[src/rtl/drv_serial_params.svh]
`ifndef DRV_SERIAL_PARAMS_SVH
`define DRV_SERIAL_PARAMS_SVH

`define WORD_BITS    16
`define FIFO_DEPTH   8
`define KEY_MSB      15
`define KEY_LSB      12
`define MODE_MSB     11
`define MODE_LSB     8
`define DATA_MSB     7
`define KEY_VALUE    4'hA
`define MODE_OUTPUT  4'hC
`define MODE_DIAG    4'h3
`define MODE_PROT    4'hA
`define CMD_RESET    8'h00
`define FAULT_RESET  16'h0000
`define FAULT_ALL    16'hFFFF
`define PIN_RESET    6'h02
`define DIRECT_LSB   5
`define CNT_LAST     4'hF
`define CNT_ZERO     4'h0

`endif

[src/rtl/drv_serial_pkg.sv]
package drv_serial_pkg;
    // Frame tracking, one-hot
    typedef enum logic [1:0] {
        FR_IDLE  = 2'b01,
        FR_FRAME = 2'b10
    } frame_state_t;
endpackage : drv_serial_pkg

[src/rtl/cmd_fifo.sv]
module cmd_fifo #(
    parameter int WIDTH = 16,
    parameter int DEPTH = 8
) (
    input  wire logic             CLK,
    input  wire logic             rst_n,
    input  wire logic             in_valid,
    output logic                  in_ready,
    input  wire logic [WIDTH-1:0] in_data,
    output logic                  out_valid,
    input  wire logic             out_ready,
    output logic [WIDTH-1:0]      out_data
);
    localparam int AW = $clog2(DEPTH);

    // Pointer arithmetic needs a power of two
    generate
        if (DEPTH < 2 || (1 << AW) != DEPTH) begin : g_bad_depth
            $error("cmd_fifo depth must be a power of two");
        end
    endgenerate

    logic [WIDTH-1:0] mem [DEPTH];   // Storage
    logic [AW:0]      wr_r, wr_nxt;  // Write pointer, wrap bit on top
    logic [AW:0]      rd_r, rd_nxt;  // Read pointer
    logic             push, pop;

    // Full when pointers differ only in wrap bit
    assign in_ready  = !((wr_r[AW] != rd_r[AW]) && (wr_r[AW-1:0] == rd_r[AW-1:0]));
    assign out_valid = (wr_r != rd_r);
    assign out_data  = mem[rd_r[AW-1:0]];
    assign push      = in_valid && in_ready;
    assign pop       = out_valid && out_ready;

    // Pointer next values
    always_comb begin
        wr_nxt = push ? wr_r + 1'b1 : wr_r;
        rd_nxt = pop ? rd_r + 1'b1 : rd_r;
    end

    // Pointer registers
    always_ff @(posedge CLK or negedge rst_n) begin
        if (!rst_n) begin
            wr_r <= '0;
            rd_r <= '0;
        end else begin
            wr_r <= wr_nxt;
            rd_r <= rd_nxt;
        end
    end

    // Storage has no reset; empty flag hides stale words
    always_ff @(posedge CLK) begin
        if (push) begin
            mem[wr_r[AW-1:0]] <= in_data;
        end
    end
endmodule : cmd_fifo

[src/rtl/octal_drv_serial.sv]
`include "drv_serial_params.svh"

module octal_drv_serial #(
    parameter int WORD_W = `WORD_BITS,
    parameter int DEPTH  = `FIFO_DEPTH
) (
    input  wire logic        CLK,
    input  wire logic        RST_N,
    input  wire logic        RESET_IN_N,
    input  wire logic        SCLK,
    input  wire logic        CS_N,
    input  wire logic        SERIAL_IN_PIN,
    output logic             SDO,
    output logic             SDO_OE,
    input  wire logic        DIRECT_ENABLE_CH6,
    input  wire logic        DIRECT_ENABLE_CH7,
    input  wire logic        DIRECT_ENABLE_CH8,
    input  wire logic [15:0] FAULT_SET,
    input  wire logic        THERMAL_ACTIVE,
    input  wire logic        APPLY_HOLD,
    output logic      [7:0]  CHANNEL_OUTPUTS,
    output logic      [7:0]  DIAG_LATCH,
    output logic      [7:0]  LINEAR_LIMIT,
    output logic             QUEUE_READY
);
    import drv_serial_pkg::*;

    // Word framing is fixed by the key and mode fields
    generate
        if (WORD_W != 16) begin : g_bad_word
            $error("octal_drv_serial serves 16-bit words only");
        end
    endgenerate

    // ---- Reset: async assert, sync release ----
    logic       rst_src_n;       // Either reset source low
    logic [1:0] rst_sync_r;      // Release synchroniser
    logic       rst_n_int;       // Internal reset, active low

    assign rst_src_n = RST_N & RESET_IN_N;
    assign rst_n_int = rst_sync_r[1];

    // Release delayed two clocks to avoid metastable exit
    always_ff @(posedge CLK or negedge rst_src_n) begin
        if (!rst_src_n) begin
            rst_sync_r <= 2'b00;
        end else begin
            rst_sync_r <= {rst_sync_r[0], 1'b1};
        end
    end

    // ---- Pin synchronisers ----
    logic [5:0] pin_raw;         // EN8 EN7 EN6 DI CS SCLK
    logic [5:0] pin_s1_r;        // First stage, read only by second
    logic [5:0] pin_s2_r;        // Synchronised level
    logic [5:0] pin_d_r;         // Delayed copy for edge finding

    // Sync reset levels: select high, so no false frame edge after reset
    localparam logic [5:0] PIN_INIT = `PIN_RESET;

    assign pin_raw = {DIRECT_ENABLE_CH8, DIRECT_ENABLE_CH7, DIRECT_ENABLE_CH6,
                      SERIAL_IN_PIN, CS_N, SCLK};

    // Two flops per pin, then an edge copy
    genvar gi;
    generate
        for (gi = 0; gi < 6; gi++) begin : g_sync
            always_ff @(posedge CLK or negedge rst_n_int) begin
                if (!rst_n_int) begin
                    pin_s1_r[gi] <= PIN_INIT[gi];
                    pin_s2_r[gi] <= PIN_INIT[gi];
                    pin_d_r[gi]  <= PIN_INIT[gi];
                end else begin
                    pin_s1_r[gi] <= pin_raw[gi];
                    pin_s2_r[gi] <= pin_s1_r[gi];
                    pin_d_r[gi]  <= pin_s2_r[gi];
                end
            end
        end
    endgenerate

    logic       sclk_rise;       // Serial clock rising, one cycle
    logic       sclk_fall;       // Serial clock falling, one cycle
    logic       cs_fall;         // Frame start pulse
    logic       cs_rise;         // Frame end pulse
    logic       cs_low;          // Select asserted
    logic       di_s;            // Synchronised serial input
    logic [2:0] en_s;            // Synchronised discrete enables

    // SCLK at 160 ns leaves 16 system clocks per bit
    assign sclk_rise = pin_s2_r[0] & ~pin_d_r[0];
    assign sclk_fall = ~pin_s2_r[0] & pin_d_r[0];
    assign cs_fall   = ~pin_s2_r[1] & pin_d_r[1];
    assign cs_rise   = pin_s2_r[1] & ~pin_d_r[1];
    assign cs_low    = ~pin_s2_r[1];
    assign di_s      = pin_s2_r[2];
    assign en_s      = pin_s2_r[5:3];

    // ---- Frame receive and transmit ----
    frame_state_t st_r, st_nxt;          // Frame state
    logic [3:0]   cnt_r, cnt_nxt;        // Bits modulo sixteen
    logic         any_r, any_nxt;        // At least one bit clocked
    logic         done_r, done_nxt;      // First word complete
    logic [15:0]  rx_r, rx_nxt;          // Input shifter, LSB enters first
    logic [15:0]  first_r, first_nxt;    // First whole word of frame
    logic [15:0]  tx_r, tx_nxt;          // Output shifter
    logic [15:0]  fault_r, fault_nxt;    // Sticky fault bits
    logic         frame_ok;              // Whole words and good key
    logic         push_v;                // Offer word to queue
    logic         in_ready;              // Queue has room
    logic         key_ok;                // First word carries key

    assign key_ok   = (first_r[`KEY_MSB:`KEY_LSB] == `KEY_VALUE);
    assign frame_ok = (st_r == FR_FRAME) && (cnt_r == `CNT_ZERO)
                      && any_r && done_r && key_ok;
    assign push_v   = cs_rise && frame_ok;

    // Next state of frame logic
    always_comb begin
        st_nxt    = st_r;
        cnt_nxt   = cnt_r;
        any_nxt   = any_r;
        done_nxt  = done_r;
        rx_nxt    = rx_r;
        first_nxt = first_r;
        tx_nxt    = tx_r;
        case (st_r)
            FR_IDLE: begin
                // Select fall opens a frame and loads faults
                if (cs_fall) begin
                    st_nxt   = FR_FRAME;
                    cnt_nxt  = `CNT_ZERO;
                    any_nxt  = 1'b0;
                    done_nxt = 1'b0;
                    // Thermal shutdown reads as all faults set
                    tx_nxt   = THERMAL_ACTIVE ? `FAULT_ALL : fault_r;
                end
            end
            FR_FRAME: begin
                if (cs_rise) begin
                    // Partial word voids the whole frame: nothing queued, faults kept
                    st_nxt = FR_IDLE;
                end else if (sclk_rise && cs_low) begin
                    // Capture on rise, LSB arrives first
                    rx_nxt  = {di_s, rx_r[15:1]};
                    cnt_nxt = cnt_r + 4'h1;
                    any_nxt = 1'b1;
                    if (cnt_r == `CNT_LAST && !done_r) begin
                        first_nxt = {di_s, rx_r[15:1]};
                        done_nxt  = 1'b1;
                    end
                end else if (sclk_fall && cs_low) begin
                    // Shift out LSB first; last captured bit refills top
                    tx_nxt = {rx_r[15], tx_r[15:1]};
                end
            end
            default: begin
                st_nxt = FR_IDLE;
            end
        endcase
    end

    // Frame registers
    always_ff @(posedge CLK or negedge rst_n_int) begin
        if (!rst_n_int) begin
            st_r    <= FR_IDLE;
            cnt_r   <= `CNT_ZERO;
            any_r   <= 1'b0;
            done_r  <= 1'b0;
            rx_r    <= `FAULT_RESET;
            first_r <= `FAULT_RESET;
            tx_r    <= `FAULT_RESET;
        end else begin
            st_r    <= st_nxt;
            cnt_r   <= cnt_nxt;
            any_r   <= any_nxt;
            done_r  <= done_nxt;
            rx_r    <= rx_nxt;
            first_r <= first_nxt;
            tx_r    <= tx_nxt;
        end
    end

    // Serial output: value only from shifter, enable from select
    assign SDO    = tx_r[0];
    assign SDO_OE = cs_low;

    // ---- Fault register ----
    // New fault in the clearing cycle survives: set wins
    always_comb begin
        fault_nxt = (cs_rise && frame_ok) ? `FAULT_RESET : fault_r;
        fault_nxt = fault_nxt | FAULT_SET;
    end

    always_ff @(posedge CLK or negedge rst_n_int) begin
        if (!rst_n_int) begin
            fault_r <= `FAULT_RESET;
        end else begin
            fault_r <= fault_nxt;
        end
    end

    // ---- Command queue ----
    logic        q_valid;        // Word waiting
    logic        q_ready;        // Apply side accepts
    logic [15:0] q_data;         // Head word

    // Hold on the apply side lets the queue really fill
    assign q_ready     = !APPLY_HOLD;
    assign QUEUE_READY = in_ready;

    cmd_fifo #(
        .WIDTH (WORD_W),
        .DEPTH (DEPTH)
    ) u_fifo (
        .CLK       (CLK),
        .rst_n     (rst_n_int),
        .in_valid  (push_v),
        .in_ready  (in_ready),
        .in_data   (first_r),
        .out_valid (q_valid),
        .out_ready (q_ready),
        .out_data  (q_data)
    );

    // ---- Command registers ----
    logic [7:0] out_cmd_r, out_cmd_nxt;   // Serial on/off bits
    logic [7:0] diag_r, diag_nxt;         // Latch mode bits
    logic [7:0] lim_r, lim_nxt;           // Linear limit bits
    logic [7:0] ch_r, ch_nxt;             // Driven channel state
    logic [3:0] mode;                     // Head word writing mode
    logic       pop;                      // Head word applied

    assign mode = q_data[`MODE_MSB:`MODE_LSB];
    assign pop  = q_valid && q_ready;

    // Apply head word; unknown mode codes change nothing
    always_comb begin
        out_cmd_nxt = out_cmd_r;
        diag_nxt    = diag_r;
        lim_nxt     = lim_r;
        if (pop) begin
            if (mode == `MODE_OUTPUT) begin
                out_cmd_nxt = q_data[`DATA_MSB:0];
            end else if (mode == `MODE_DIAG) begin
                diag_nxt = q_data[`DATA_MSB:0];
            end else if (mode == `MODE_PROT) begin
                lim_nxt = q_data[`DATA_MSB:0];
            end
        end
        // Discrete pins ORed onto the upper three channels
        ch_nxt = out_cmd_r;
        ch_nxt[7:`DIRECT_LSB] = out_cmd_r[7:`DIRECT_LSB] | en_s;
    end

    always_ff @(posedge CLK or negedge rst_n_int) begin
        if (!rst_n_int) begin
            out_cmd_r <= `CMD_RESET;
            diag_r    <= `CMD_RESET;
            lim_r     <= `CMD_RESET;
            ch_r      <= `CMD_RESET;
        end else begin
            out_cmd_r <= out_cmd_nxt;
            diag_r    <= diag_nxt;
            lim_r     <= lim_nxt;
            ch_r      <= ch_nxt;
        end
    end

    assign CHANNEL_OUTPUTS = ch_r;
    assign DIAG_LATCH      = diag_r;
    assign LINEAR_LIMIT    = lim_r;
endmodule : octal_drv_serial

[config.mk]
export PLATFORM = sky130hd
export DESIGN_NAME = octal_drv_serial
export DESIGN_NICKNAME = d
export VERILOG_FILES = /design/src/rtl/drv_serial_pkg.sv /design/src/rtl/cmd_fifo.sv /design/src/rtl/octal_drv_serial.sv
export VERILOG_INCLUDE_DIRS = /design/src /design/src/rtl
export SDC_FILE = /design/constraint.sdc
export NUM_CORES = 1
export LEC_CHECK = 0
export ABC_AREA = 1
export BUFFER_PORTS_ARGS = -buffer_cell sky130_fd_sc_hd__buf_4
export CAP_MARGIN = 20
export CORE_ASPECT_RATIO = 1.2
export CORE_MARGIN = 4
export CORE_UTILIZATION = 55
export CTS_CLUSTER_SIZE = 40
export DETAILED_ROUTE_END_ITERATION = 8
export PLACE_DENSITY = 0.86
export SYNTH_ARGS = -nofsm -noshare
export SYNTH_HDL_FRONTEND = slang
export SYNTH_SLANG_ARGS = --single-unit
[constraint.sdc]
create_clock -name CLK -period 4.1 [get_ports CLK]
set_input_delay 0.615 -clock CLK [delete_from_list [all_inputs] [get_ports CLK]]
set_output_delay 0.615 -clock CLK [all_outputs]
set_load 0.03 [all_outputs]
---- Word-level counts from Yosys, hierarchy flattened ----
Memories as Yosys holds them, arrays and structs flattened.
Index checks and enable logic that the tools add are counted.
word-level totals
  register bits after elaboration ......... 128
  RAM bits ................................ 128
  input bits .............................. 27
  logic and storage cells ................. 113
  memories kept ........................... 1
cells by class
  $add $sub $neg .......................... 3
  eq/ne operators ......................... 17
  multiplexer cells ....................... 24
  bitwise operators ....................... 14
  reductions and logical operators ........ 25
memories
  memory      words  width  read ports  clocked after memory_dff  write ports  line            text
  u_fifo.mem  8      16     1           0                         1            cmd_fifo.sv:23  logic [WIDTH-1:0] mem [DEPTH];
operator list
  kind                   count
  $mux W16               6
  $pmux W16 S2           1
  $eq A4 B4 Y1 const B   4
  $or A16 B16 Y16        1
  $add A4 B1 Y4 const B  3
  $mux W4                3
  $reduce_and A4 Y1      3
  $logic_and A1 B1 Y1    11
  $reduce_and A5 Y1      2
  $mux W1                8
  $ne A2 B2 Y1 const B   4
  $pmux W4 S2            1
  $not A1 Y1             7
  $ne A2 B1 Y1 const B   3
  $reduce_and A3 Y1      2
  $and A1 B1 Y1          5
  $eq A4 B2 Y1 const B   1
  $logic_not A4 Y1       1
  $mux W2                2
  $ne A4 B4 Y1           1
  $pmux W1 S2            2
  $pmux W2 S2            1
  $reduce_and A2 Y1      2
  $eq A3 B3 Y1           1
  6 further kinds        8

---- Longest topological paths before layout ----
Gate-level depths: netlist (run 1).
  depth in word-level cells ............... 9
  depth in mapped cells ................... 13
  gate-level depth less buffers ........... 11

---- Hierarchy ----
From an unflattened synthesis (run 1), not the netlist that was laid out.
second synthesis, totals
  cells, all modules ...................... 1013
  area total of the unflattened synthesis .. 10443.8 sq um
by module, submodules not included
  module            instances  cells an instance  area an instance (sq um)
  cmd_fifo          1          447                5549.1
  octal_drv_serial  1          566                4894.7

---- Worst setup path before layout (run 1) ----
OpenSTA, ideal clock, no wires.
  path kind ............................... register -> register
  start ................................... register pin_s2_r[1]
  end ..................................... memory u_fifo.mem[1][0], enable pin
  setup time .............................. 0.380 ns
  arrival ................................. 2.000 ns
  path slack .............................. 1.720 ns
  cell stages (with the launch flop) ...... 9
  buffers on the path ..................... 0
  clock period less this slack ............ 2.380 ns
  cell sequence ........................... dfstp_2 inv_2 nor2_1 nand4_1 nor3_4 nand2_1 inv_1 nand2_2 nor2_1
on the way
  longest elaborated chain between the ends .. 5
ends and longest elaborated chain
  element                          line                     text
  start, declared                  octal_drv_serial.sv:55   logic [5:0] pin_s2_r;
  start signal, assigned by index  octal_drv_serial.sv:71   pin_s2_r[gi] <= PIN_INIT[gi];
  start signal, assigned by index  octal_drv_serial.sv:75   pin_s2_r[gi] <= pin_s1_r[gi];
  $and A1 B1 Y1                    octal_drv_serial.sv:94   assign cs_rise = pin_s2_r[1] & ~pin_d_r[1];
  $logic_and A1 B1 Y1              octal_drv_serial.sv:116  assign push_v = cs_rise && frame_ok;
  $logic_and A1 B1 Y1              cmd_fifo.sv:32           assign push = in_valid && in_ready;
  $mux W1                          cmd_fifo.sv:54           if (push) begin
  $mux W1 (implied by the code)    cmd_fifo.sv:55           mem[wr_r[AW-1:0]] <= in_data;
  end, declared                    cmd_fifo.sv:23
No other way between the ends.

---- Final worst setup path (run 1) ----
  start ................................... register st_r[0]
  end ..................................... register first_r[15]
on the way
  longest elaborated chain between the ends .. 2
ends and longest elaborated chain
  element                      line                     text
  start, declared              octal_drv_serial.sv:100  frame_state_t st_r, st_nxt;
  start signal, assigned       octal_drv_serial.sv:174  st_r <= st_nxt;
  $eq A2 B2 Y1                 octal_drv_serial.sv:127  case (st_r)
  $reduce_and A4 Y1 (no line)  n/a
  end signal, assigned         octal_drv_serial.sv:171  first_r <= `FAULT_RESET;
  end signal, assigned         octal_drv_serial.sv:179  first_r <= first_nxt;
  end, declared                octal_drv_serial.sv:105  logic [15:0] first_r, first_nxt;
No other way between the ends.
A chain may end at the register's enable or synchronous reset.

==> impl.org, run 1 <==
** Outcome
- Outcome :: finished, final reports clean

** STA
- Across all hold checks on the routed design, the worst slack comes to between 0.1 and 0.15 ns.
- Measured against its own limit, the worst slew margin works out to 29.4%.
- For the pin with the worst max-slew slack, the measured transition is 1.06 ns.
- Setup violations remaining at the end of the flow were counted as 0.
- Once routing completed, OpenROAD measured the worst setup slack at 0.857 ns.
- Achievable clock frequency :: 308 MHz
- Total Negative Setup Slacks :: 0 ns
- For the finished layout, the period the worst path requires is 3.24 ns.
- Count of pins over their slew limit :: 0
- The hold violation total from the final report was 0.
- Setup repair after global routing left no endpoint under its margin.
- Final setup skew :: between 0.008 and 0.009 ns
- Period Utilization, post-route :: 79.1%

** Setup path
- The most critical setup path has its endpoint at first_r[15].
- Startpoint type of the worst setup path :: flip-flop
- Data arrival, critical path :: 3.63 ns
- Setup CP Type :: flip-flop to flip-flop
- The worst register-to-register path ends at first_r[15].
- The most critical setup path has its startpoint at st_r[0].
- Sort of element at the end of the critical path :: flip-flop
- In this run the critical register-to-register path is launched from st_r[0].
- Worst-case register-to-register setup slack :: about 0.86 ns
- The number of cells on the worst reg-to-reg path is 5.
- Along the worst path, the maximum fanout reaches 33.
- At the worst endpoint, the required time is 4.48 ns.

** Floorplan
- The die covers 18900 um2.
- The die is 150 um tall.
- Measured along the x axis, the die boundary spans 126 um.
- Core outline area :: between 15000 and 20000 um2
- Once the floorplan was initialized, standard cells occupied 56.5% of the core.
- 54 I/O pins were placed.
- The initialized floorplan defines 51 standard-cell rows.

** Layout
- Post-layout nets :: 982
- The layout has 1240 filler cells.
- Count of antenna diodes in the layout :: 0
- Layout cells sized above 1 :: 13.5%
- Relative area change from synthesis to final layout :: 13.8%

** CTS
- Clock sinks :: approximately 220
- Hold-fix buffers, CTS :: 2
- Buffer cell driving the clock tree root :: sky130_fd_sc_hd__clkbuf_16
- TritonCTS built the clock tree.
- In this run, post-CTS repair resized a total of 0 instances.
- Number of buffers inserted to repair setup after CTS :: 0
- Clock-pin slew was measured on the worst setup and hold paths at 0.06 ns.
- H-tree depth reported by CTS :: 1
- TritonCTS created 23 clock buffers.
- The clock passes through at most 3 buffers.
- Latest clock arrival within the worst-skew pair :: 0.50 ns

** Drt
- Once detail routing completed, the nets flagged for antenna violations numbered 0.
- Pre-Repair DR Iteration Count :: 5
- Per-cell via count in the routed design :: between 5 and 6
- After detailed routing, the number of remaining DRC violations is 0.
- The final layout contains routed wiring with a total length of approximately 20000 um.
- After detailed routing, the average wire length per cell comes to 16.7 um.
- Across all layers, the routed design uses 6391 vias.
- Violation count after the first detailed-route iteration :: 493

** GRT
- The initial antenna violation count came to 0.
- The first global-routing pass estimated ~32000 um of wire.
- Remaining global-route overflow :: 0
- Largest net degree at the start of global routing :: 79
- For this run, the total global-route usage over all layers was measured as about a fifth.
- Vias in the first global route :: just over 6000

** Yosys
- Number of warnings reported in the yosys synthesis log :: 0
- Post-synth net total :: 930
- Mapped Cells :: 899
- Post-synthesis cell type count :: 36
- Top flip-flop cell by instance count after synthesis :: sky130_fd_sc_hd__dfrtp_1
- Seq/Total Area, Yosys :: 65.7%
- The synthesized design contains 96 enable-type register cells.
- Share of flip-flops with an asynchronous set or reset after synthesis :: a little under three fifths
- Flip-flop and latch count after synthesis :: 223
- In this run the mean area of a mapped cell was about 10 um2.
- After synthesis, the cell types taking the most area are sky130_fd_sc_hd__dfrtp_1 (33%), sky130_fd_sc_hd__edfxtp_1 (31%), sky130_fd_sc_hd__nand2_1 (8.7%).
- Top-area cell type share of the netlist area :: 33.3%
- Dominant cell type by area after synthesis :: sky130_fd_sc_hd__dfrtp_1
- Area of the mapped netlist :: 9230 um2

** Placed design
- The congestion estimate from routability-driven global placement came to ~0.9.
- Post-placement worst setup slack :: 0.913 ns
- Placed wire-length estimate :: 12600 um
- # port buffers :: 53

** Power and ir drop
- Per report_power, the sequential group accounts for 40.4% of the total.
- Net switching is 35.0% of the power.
- In this run, the clock network consumes 30.7% of the power.
- Combinational group share of total power :: 28.9%
- NetSw :: 2260 uW
- VDD sags by at most 0.000386 V.
- P per Cell Area :: 613 nW/um2
- Leakage power summed over all cells :: 0.00498 uW
- Internal power :: between 4000 and 5000 uW

** Hold path
- In this run the worst hold path is classified as flip-flop to async pin.

** Run
- Max-cap violations in this run came to 0.
## metal layers
layer,GRT usage (%),vias up,part of all wire [%]
met5,0,-,0
met4,9.92,0,4.6
met2,36.4,273,51
met1,25.5,3017,37
li1,-,3036,-
met3,3.43,65,7.4
## cells by family (layout without fill, tap and decap cells)
logic type | after synthesis | after routing | synth area share [%]
and+or+nand+nor | 397 | 397 | 18.6
DFF | 223 | 223 | 65.7
AOI/OAI and AO/OA | 137 | 137 | 7.91
buffers and inverters | 127 | 195 | 6.17
xor gates and xnor gates | 7 | 7 | 0.664
adders and majority gates | 4 | 4 | 0.542
muxes | 3 | 3 | 0.366
other | 1 | 1 | 0.0406
## synthesized netlist by cell type (4+ instances only)
| library cell | count |
|---|---|
| sky130_fd_sc_hd__o21ai_1 | 5 |
| sky130_fd_sc_hd__nand3_2 | 4 |
| sky130_fd_sc_hd__dfstp_2 | 4 |
| sky130_fd_sc_hd__nand4_1 | 19 |
| sky130_fd_sc_hd__buf_2 | 10 |
| sky130_fd_sc_hd__a21oi_1 | 14 |
| sky130_fd_sc_hd__buf_6 | 10 |
| sky130_fd_sc_hd__edfxtp_1 | 96 |
| sky130_fd_sc_hd__xor2_1 | 5 |
| sky130_fd_sc_hd__nand2_2 | 7 |
| sky130_fd_sc_hd__ha_1 | 4 |
| sky130_fd_sc_hd__dfrtp_1 | 123 |
| sky130_fd_sc_hd__inv_1 | 87 |
| sky130_fd_sc_hd__o21ai_0 | 99 |
| sky130_fd_sc_hd__clkbuf_1 | 15 |
| sky130_fd_sc_hd__nor2_1 | 106 |
| sky130_fd_sc_hd__nand2_1 | 214 |
| sky130_fd_sc_hd__nand3_1 | 33 |
| sky130_fd_sc_hd__o21bai_1 | 16 |
## state kept, by name, summed over array words and instances, names as in the netlist, 3 cells and up
signal           flops
u_fifo.mem          96
first_r             16
LINEAR_LIMIT         8
rx_r                15
pin_s1_r             6
out_cmd_r            8
u_fifo.rd_r          4
fault_r             16
CHANNEL_OUTPUTS      8
u_fifo.wr_r          4
en_s                 3
tx_r                16
DIAG_LATCH           8
cnt_r                4
## critical path: stages (launching register included)
cell and delay, ns:
sky130_fd_sc_hd__dfstp_2 0.37, sky130_fd_sc_hd__nor2_2 0.19, sky130_fd_sc_hd__inv_1 0.39, sky130_fd_sc_hd__nor2_2 0.92
sky130_fd_sc_hd__nand2_1 0.77, sky130_fd_sc_hd__mux2_2 0.49
## power groups by stage
stage / Combinational [uW] / Sequential, uW / Clock, uW
floorplan: 1280 / 2770 / 0
global placement: 1760 / 2640 / 0
detailed placement: 1800 / 2650 / 0
CTS: 1830 / 2610 / 2020
global route: 2040 / 2620 / 2110
finish: 1860 / 2600 / 1980
## layout make-up
cell class / count / area, um2 / share of cell area [%]
clock inverter: 10 / 76.3 / 0.727
timing repair buffer: 63 / 498 / 4.74
tap: 212 / 265 / 2.53
clock buffer: 31 / 646 / 6.15
inverter: 91 / 347 / 3.30
multi-input combinational: 549 / 2600 / 24.8
sequential: 223 / 6070 / 57.8
## layout by cell type, fill, tap and decap left out, types with 3 or more instances in the layout
cell	netlist	layout
sky130_fd_sc_hd__mux2_2	3	3
sky130_fd_sc_hd__or2_2	3	3
sky130_fd_sc_hd__o21ai_1	5	4
sky130_fd_sc_hd__nand2_1	214	214
sky130_fd_sc_hd__dfstp_2	4	4
sky130_fd_sc_hd__clkbuf_8	0	4
sky130_fd_sc_hd__o21bai_1	16	16
sky130_fd_sc_hd__clkinv_2	0	4
sky130_fd_sc_hd__nand2_2	7	7
sky130_fd_sc_hd__edfxtp_1	96	96
sky130_fd_sc_hd__inv_4	2	3
sky130_fd_sc_hd__inv_1	87	87
sky130_fd_sc_hd__xor2_1	5	5
sky130_fd_sc_hd__clkbuf_16	0	23
sky130_fd_sc_hd__ha_1	4	4
sky130_fd_sc_hd__nand3_2	4	4
sky130_fd_sc_hd__dfrtp_1	123	122
sky130_fd_sc_hd__a21oi_1	14	14
sky130_fd_sc_hd__nor2_2	3	3
sky130_fd_sc_hd__nor2_1	106	106
sky130_fd_sc_hd__nand4_1	19	19
sky130_fd_sc_hd__o21ai_0	99	99
sky130_fd_sc_hd__nand3_1	33	33
sky130_fd_sc_hd__buf_4	0	60
sky130_fd_sc_hd__clkbuf_1	15	4
sky130_fd_sc_hd__clkinv_1	1	4
## how the worst min path moves through the flow
stage               slack, ns           from  cells past startpoint       endpoint
finish                   0.13  rst_sync_r[1]                      0        rx_r[8]
global route             0.14  rst_sync_r[1]                      0        rx_r[5]
CTS                      0.20           CS_N                      1    pin_s1_r[1]
detailed placement       0.34    pin_s1_r[2]                      0           di_s
global placement         0.34  rst_sync_r[0]                      0  rst_sync_r[1]
floorplan                0.33    pin_s1_r[2]                      0           di_s
## metrics by stage
stage	utilization [%]	instance area [um2]	std cells	total power, uW
after floorplan	-	9230	899	4050
after global placement	59.6	9730	1135	4410
after detailed placement	59.6	9730	1135	4460
after CTS	64.1	10500	1178	6460
after global routing	64.3	10500	1179	6770
final	64.3	10500	1179	6440
Note: power is estimated with default switching activity, not from simulation.
==> inputs of run 2 (changes only) <==
==> constraint.sdc (replaced) <==
create_clock -name CLK -period 2.9 [get_ports CLK]
set_input_delay 0.435 -clock CLK [delete_from_list [all_inputs] [get_ports CLK]]
set_output_delay 0.435 -clock CLK [all_outputs]
set_load 0.03 [all_outputs]
==> impl.org, run 2 (synthesized netlist as in run 1, its figures left out) <==
** GRT
- The initial antenna violation count came to 0 (unchanged).
- The total grt overflow came to 0 (unchanged).
- The overall fraction of global-route tracks in use was 21.1% (+0.17 points).
- Largest net degree at the start of global routing :: 78 (-1.3%)
- Global-route wire length before repair :: 32100 um (+1.8%)
- The number of global-route vias before repair came to 6348 (+1.9%).

** Run
- The number of max-cap violations is 0 (unchanged).

** STA
- The final count of pins violating max slew was 0 (unchanged).
- Total Negative Setup Slacks :: 0 ns (unchanged)
- The final worst clock skew was 0.0144 ns (+0.00543 ns).
- The slew of the pin with the lowest slew margin came to 0.796 ns (-0.260 ns).
- Achievable clock frequency :: about 420 MHz
- The final worst slack came to 0.521 ns (-0.336 ns).
- The relative slew slack came to 46.9% (+18 points).
- Period Utilization, post-route :: around 80%
- RSZ-0062 raised after global routing :: false
- Final number of setup-violating endpoints :: 0 (unchanged)
- After layout, the minimum clock period comes to about 2.4 ns.
- The hold violation total from the final report came to 0 (unchanged).

** Placed design
- The post-placement setup slack was 0.641 ns (-0.272 ns).
- Placed wire-length estimate :: 12900 um (+2.6%)
- The final weighted congestion in routability-driven placement was 0.930 (+5.3%).
- # port buffers :: 53 (unchanged)

** Setup path
- Length in cells of the worst reg-to-reg path :: 10 (+5)
- Beginning of the worst register-to-register path :: u_fifo.rd_r[0]
- The worst path required time was 2.47 ns (-2.01 ns).
- The endpoint arrival time on the critical path was 1.94 ns (-1.69 ns).
- The slack of the worst reg-to-reg path is 0.57 ns (-0.29 ns).
- Worst-path maximum fanout :: 52 (+58%)
- The critical path is of the flip-flop to output pin type.
- STA classifies the critical path startpoint as a flip-flop.
- The worst setup path is captured at an output pin.
- The worst register-to-register path ends at u_fifo.mem[6][0].

** Power and ir drop
- Maximum resistive drop on vdd :: 0.000459 V (+19%)
- Sequential share of power :: 40.4% (about the same)
- The proportion of total power due to net switching was 34.5% (-0.49 points).
- The combinational share of power was 28.7% (-0.2 points).
- Internal power :: 5900 uW (+41%)
- NetSw :: 3110 uW (+38%)
- P per Cell Area :: 854 nW/um2 (+39%)
- The portion of total power attributed to the clock network was 30.9% (+0.2 points).
- The static power due to leakage was 0.00502 uW (+0.86%).

** Drt
- Total Wirelength :: 19700 um (+0.43%)
- Total vias in the final route :: 6501 (+1.7%)
- The antenna violation net count after detailed routing is 0 (unchanged).
- The DRC violation count after routing came to 0 (unchanged).
- Per-cell via count in the routed design :: 5.47 (+0.87%)
- Violation count after the first detailed-route iteration :: 561 (+14%)
- The post-detailed-route wirelength per cell is 16.6 um (-0.41%).
- Pre-Repair DR Iteration Count :: 5 (unchanged)

** CTS
- The clock input transition at the sequential cells of the worst setup and hold paths is 0.06 ns (about the same).
- CTS placed an instance of sky130_fd_sc_hd__clkbuf_16 at the clock tree root.
- The maximum root-to-sink buffer count came to 3 (unchanged).
- The total clock sinks came to 223 (unchanged).
- TritonCTS built the clock tree.
- H-tree depth reported by CTS :: 1 (unchanged)
- The post-CTS resize count was 0 (unchanged).
- The TritonCTS buffer count is 23 (unchanged).
- The latest clock arrival within the worst-skew pair came to 0.50 ns (about the same).

** Layout
- Most common cell after layout, fill and taps aside :: sky130_fd_sc_hd__nand2_1
- The filler cell count was 1216 (-1.9%).
- In the layout the commonest cells are sky130_fd_sc_hd__nand2_1 (214), sky130_fd_sc_hd__dfrtp_1 (122), sky130_fd_sc_hd__nor2_1 (106), sky130_fd_sc_hd__o21ai_0 (99), sky130_fd_sc_hd__edfxtp_1 (96).
- Relative area change from synthesis to final layout :: 14.3%
- The number of flip-flops in the largest register came to 96 (unchanged).
- Post-layout nets :: 991 (+0.92%)
- Layout cells sized above 1 :: 14.4% (+0.88 points)
- The number of diodes is 0 (unchanged).

** Hold path
- Hold Crit Endpoint :: pin_s1_r[1]
- Along the worst hold path, the cell count comes to 1.
- Min-delay src :: CS_N
- The path class of the tightest hold or removal check is primary input to flip-flop.

** Floorplan
- Core outline area :: 16300 um2 (unchanged)
- Cell row count :: 51 (unchanged)
- Area of the die :: 18900 um2 (unchanged)
- Number of I/O pins :: 54 (unchanged)
- DIE WIDTH :: 126 um (unchanged)
- Starting utilization of the core area :: 56.5% (unchanged)
- The die height is 150 um (unchanged).

** Outcome
- The flow ran to the end, and the final reports show no timing, DRC or antenna violations.
-- run 2: how the worst max path moves through the flow --
stage	startpoint	end	slack (ns)	depth (start not counted)
after CTS	u_fifo.rd_r[0]	QUEUE_READY	0.52	6
final	u_fifo.rd_r[0]	QUEUE_READY	0.52	6
after floorplan	pin_s2_r[1]	u_fifo.mem[1][0]	0.52	8
after global routing	u_fifo.rd_r[0]	u_fifo.mem[6][0]	0.34	10
after global placement	pin_s2_r[1]	u_fifo.mem[1][5]	0.76	9
after detailed placement	u_fifo.rd_r[0]	u_fifo.mem[6][0]	0.64	10
-- run 2: area by class of cell --
class	instances	area, um2	area share, %
repair buffers	72	558	5.28
clock inverters	11	86.3	0.818
inverters	91	347	3.28
flip-flops and latches	223	6070	57.5
multi-input cells	549	2600	24.6
clock buffers	31	631	5.97
well taps	212	265	2.51
-- run 2: timing repair --
action,4_1_cts,5_1_grt
setup buffers,0,0
hold buffers,2,0
hold endpoints to repair,2,0
-- run 2: power groups by stage --
stage | Sequential, uW | Combinational [uW] | Clock (uW)
CTS | 3640 | 2570 | 2820
finish | 3640 | 2590 | 2790
global placement | 3690 | 2470 | 0
floorplan | 3920 | 1800 | 0
global route | 3660 | 2870 | 2980
detailed placement | 3700 | 2540 | 0
-- run 2: metal layers --
layer | global-route usage (%) | routed length, um | vias up | part of all wire (%)
li1 | - | - | 3052 | -
met2 | 36.7 | 9880 | 275 | 50
met3 | 3.32 | 1270 | 71 | 6.4
met5 | 0 | 0 | - | 0
met1 | 26.6 | 7800 | 3103 | 40
met4 | 8.32 | 776 | 0 | 3.9
-- run 2: per-stage QoR --
step	utilization, %	cell area (um2)	total power [uW]	std cells	hold WS, ns
after floorplan	-	9240	5730	899	0.213
after detailed placement	60.1	9820	6240	1145	0.321
after CTS	64.6	10600	9030	1189	0.0226
after global routing	64.6	10600	9520	1189	0.0156
after global placement	60.1	9820	6150	1145	0.323
final	64.6	10600	9010	1189	0.0364
-- run 2: worst max-delay path: stages, from the launching register on --
cell and delay [ns]:
sky130_fd_sc_hd__dfrtp_1 0.40, sky130_fd_sc_hd__buf_4 0.46, sky130_fd_sc_hd__nand2_1 0.12, sky130_fd_sc_hd__nand2_1 0.09
sky130_fd_sc_hd__nor2_1 0.05, sky130_fd_sc_hd__nand3_1 0.12, sky130_fd_sc_hd__buf_4 0.20
==> inputs of run 3 (changes only) <==
--- a/config.mk
+++ b/config.mk
@@ -11,10 +11,10 @@
 export CAP_MARGIN = 20
 export CORE_ASPECT_RATIO = 1.2
 export CORE_MARGIN = 4
-export CORE_UTILIZATION = 55
+export CORE_UTILIZATION = 60
 export CTS_CLUSTER_SIZE = 40
 export DETAILED_ROUTE_END_ITERATION = 8
-export PLACE_DENSITY = 0.86
+export PLACE_DENSITY = 0.89
 export SYNTH_ARGS = -nofsm -noshare
 export SYNTH_HDL_FRONTEND = slang
 export SYNTH_SLANG_ARGS = --single-unit
==> constraint.sdc (replaced) <==
create_clock -name CLK -period 2.25 [get_ports CLK]
set_input_delay 0.3375 -clock CLK [delete_from_list [all_inputs] [get_ports CLK]]
set_output_delay 0.3375 -clock CLK [all_outputs]
set_load 0.03 [all_outputs]
==> impl.org, run 3 (synthesized netlist as in run 1, its figures left out) <==
** Setup path
- The number of buffer and inverter stages on the critical path was 3 (+1).
- Capture point of the worst reg-to-reg path :: u_fifo.mem[6][1]
- Sort of element at the end of the critical path :: output pin
- Largest delay contributor family on the critical path :: buffers and inverters
- Beginning of the worst register-to-register path :: pin_s2_r[1]
- Required time reported for the critical path endpoint :: 1.91 ns (-0.56 ns)
- Worst-case register-to-register setup slack :: 0.11 ns (-0.46 ns)
- STA classifies the critical path startpoint as a flip-flop.
- The length in cells of the worst reg-to-reg path is 9 (-1).
- The slowest stage of the critical path belongs to the cell sky130_fd_sc_hd__dfrtp_2.
- Setup CP Type :: flip-flop to output pin
- Data arrival, critical path :: 1.81 ns (-0.13 ns)
- The top fanout value on the critical path is 6 (-88%).
- The delay of the slowest critical-path stage came to 0.41 ns (-0.05 ns).
- The critical path goes through inv_1 > nand2_1 > nand2_1 > nor2_2 > nand3_1 > buf_4 > buf_4.

** Power and ir drop
- Leakage power summed over all cells :: 0.00507 uW (+0.91%)
- Maximum resistive drop on vdd :: 0.000665 V (+45%)
- The overall power consumption came to 11500 uW (+28%).
- The total power divided by cell area came to 1080 nW/um2 (+26%).

** CTS
- Clock tree buffer depth :: 3 (unchanged)
- The total clock sinks came to 223 (unchanged).
- The number of setup buffers added after CTS came to 0 (unchanged).
- The tree is rooted in a sky130_fd_sc_hd__clkbuf_16.
- CTS tree :: built
- The latest clock arrival within the worst-skew pair came to 0.51 ns (about the same).
- The total number of H-tree levels came to 1 (unchanged).
- The clock input transition at the sequential cells of the worst setup and hold paths is 0.06 ns (about the same).
- The TritonCTS buffer count is 21 (-8.7%).

** Layout
- Filler-free cell count of the finished design :: 1192 (+0.25%)
- Max FFs per register :: 96 (unchanged)
- The library cell used most frequently in the layout, excluding fill and tap cells, is sky130_fd_sc_hd__nand2_1.
- The post-route cell area was 10700 um2 (+1.1%).
- Share of the core filled with cells :: 71.1% (+6.4 points)
- The number of nets at the end of the flow was 1005 (+1.4%).
- Commonest non-fill, non-tap cells in the layout :: sky130_fd_sc_hd__nand2_1 (214), sky130_fd_sc_hd__dfrtp_1 (120), sky130_fd_sc_hd__nor2_1 (103), sky130_fd_sc_hd__o21ai_0 (99), sky130_fd_sc_hd__edfxtp_1 (96)
- The share of post-route cells with drive strength above 1 came to 15.5% (+1.1 points).
- Relative to the synthesized area, the layout overhead comes to 15.6%.
- The number of diodes is 0 (unchanged).

** GRT
- Number of antenna violations at the first check in global routing :: 0 (unchanged)
- Global-route total usage across every layer :: 23.8% (+2.7 points)
- The number of global-route vias before repair is 6386 (+0.60%).
- Global-route wire length before repair :: 31900 um (-0.58%)
- Remaining global-route overflow :: 0 (unchanged)
- Largest net degree at the start of global routing :: 51 (-35%)

** Drt
- The number of search-and-repair iterations in the first detailed-routing pass is 6 (+1).
- Avg WL per Cell :: 17.0 um (+2.6%)
- Residual DRC :: 0 (unchanged)
- Violation count after the first detailed-route iteration :: 738 (+32%)
- Per-cell via count in the routed design :: 5.54 (+1.3%)
- The post-detailed-routing wire length was 20300 um (+2.8%).
- The number of vias in the routed layout was 6604 (+1.6%).
- The antenna violation net count after detailed routing was 0 (unchanged).

** Hold path
- The worst hold path begins at FAULT_SET[0].
- The path with the worst hold slack has its endpoint at fault_r[0].
- Worst Hold Depth :: 2 (+1)
- Min-Delay Path Class :: primary input to flip-flop

** Floorplan
- The I/O pin count came to 54 (unchanged).
- Cell row count :: 49 (-3.9%)
- DIE WIDTH :: 121 um (-4.0%)
- Area of the die :: 17400 um2 (-7.9%)
- The floorplan core area is 15000 um2 (-8.0%).
- Die boundary height :: 144 um (-4.0%)
- Starting utilization of the core area :: 61.5% (+4.9 points)

** Placed design
- The final weighted congestion in routability-driven placement came to 0.891 (-4.2%).
- The count of input and output buffers was 53 (unchanged).
- Placed wire-length estimate :: 13200 um (+2.5%)
- The cell area after placement is 9930 um2 (+1.1%).
- The number of placed instances with taps included was 1147 (+0.17%).

** STA
- The final count of pins violating max slew came to 0 (unchanged).
- The final worst clock skew came to 0.0188 ns (+0.00439 ns).
- The final critical path takes up a little over nine tenths of the cycle.
- The slew of the pin with the lowest slew margin came to 0.606 ns (-0.189 ns).
- The post-route worst hold slack was 0.0204 ns (-0.0160 ns).
- The hold violation total from the final report is 0 (unchanged).
- The final-report setup violation count is 0 (unchanged).
- The relative slew slack was 59.6% (+13 points).
- After layout, the minimum clock period comes to 2.15 ns.
- Derived from the worst setup path, the maximum achievable clock frequency is 465 MHz.

** Outcome
- The run finished with clean final reports.

** Run
- The number of max-cap violations is 0 (unchanged).
==> run 3: cell types whose count changed in the layout (fill, tap and decap cells not counted), moves of 3 or more <==
cell / previous run / this run
sky130_fd_sc_hd__dlygate4sd3_1: 2 / 8
sky130_fd_sc_hd__buf_6: 0 / 4
sky130_fd_sc_hd__clkinv_2: 7 / 3
sky130_fd_sc_hd__buf_12: 1 / 4
sky130_fd_sc_hd__buf_4: 69 / 72
sky130_fd_sc_hd__clkbuf_1: 6 / 3
sky130_fd_sc_hd__nor2_1: 106 / 103
sky130_fd_sc_hd__nor2_2: 3 / 6
==> run 3: what timing repair did <==
item,4_1_cts,5_1_grt
endpoints found under the hold margin,8,0
endpoints found under the setup margin,0,97
resized for setup,0,9
hold buffers,8,0
==> run 3: area by class of cell <==
cell class	count	area, um2
clock buffers	27	589
clock inverters	10	55.1
fillers	960	4350
inverters	91	347
multi-input cells	549	2610
flip-flops and latches	223	6070
well taps	204	255
repair buffers	88	746
==> run 3: worst reg2reg max path: stages (launching register included) <==
cell and delay [ns]:
sky130_fd_sc_hd__dfstp_2 0.54, sky130_fd_sc_hd__inv_2 0.06, sky130_fd_sc_hd__nor2_1 0.13, sky130_fd_sc_hd__nand4_1 0.15
sky130_fd_sc_hd__nor3_4 0.19, sky130_fd_sc_hd__nand2_1 0.12, sky130_fd_sc_hd__inv_2 0.13, sky130_fd_sc_hd__nand2_2 0.12
sky130_fd_sc_hd__nor2_1 0.20, sky130_fd_sc_hd__buf_6 0.20
==> run 3: power breakdown <==
group | switching [uW] | leakage [uW] | internal (uW)
registers | 197 | 0.00263 | 4510
logic | 2390 | 0.00212 | 1120
clock network | 1430 | 0.000319 | 1850
total | 4020 | 0.00507 | 7480
==> run 3: worst max-delay path by stage <==
stage | slack [ns] | to | cells after the start | from
6_report | 0.10 | QUEUE_READY | 7 | u_fifo.wr_r[1]
5_1_grt | -0.01 | u_fifo.mem[2][4] | 9 | pin_s2_r[1]
4_1_cts | 0.03 | QUEUE_READY | 7 | u_fifo.wr_r[1]
3_5_place_dp | 0.13 | u_fifo.mem[7][2] | 9 | pin_s2_r[1]
3_3_place_gp | 0.22 | u_fifo.mem[7][1] | 9 | pin_s2_r[1]
2_1_floorplan | -0.13 | u_fifo.mem[1][0] | 8 | pin_s2_r[1]
==> run 3: stage by stage <==
step | TNS [ns] | setup WS [ns]
5_1_grt | -0.0816 | -0.0108
4_1_cts | 0 | 0.0303
2_1_floorplan | -10.89 | -0.130
3_3_place_gp | 0 | 0.222
3_5_place_dp | 0 | 0.131
6_report | 0 | 0.101
==> run 3: metal layers <==
layer	share of wire (%)	wire length (um)	GRT usage (%)
met5	0	0	0
met4	5.0	1020	13.1
met3	8.8	1790	3.70
met2	50	10200	40.6
met1	36	7240	29.1
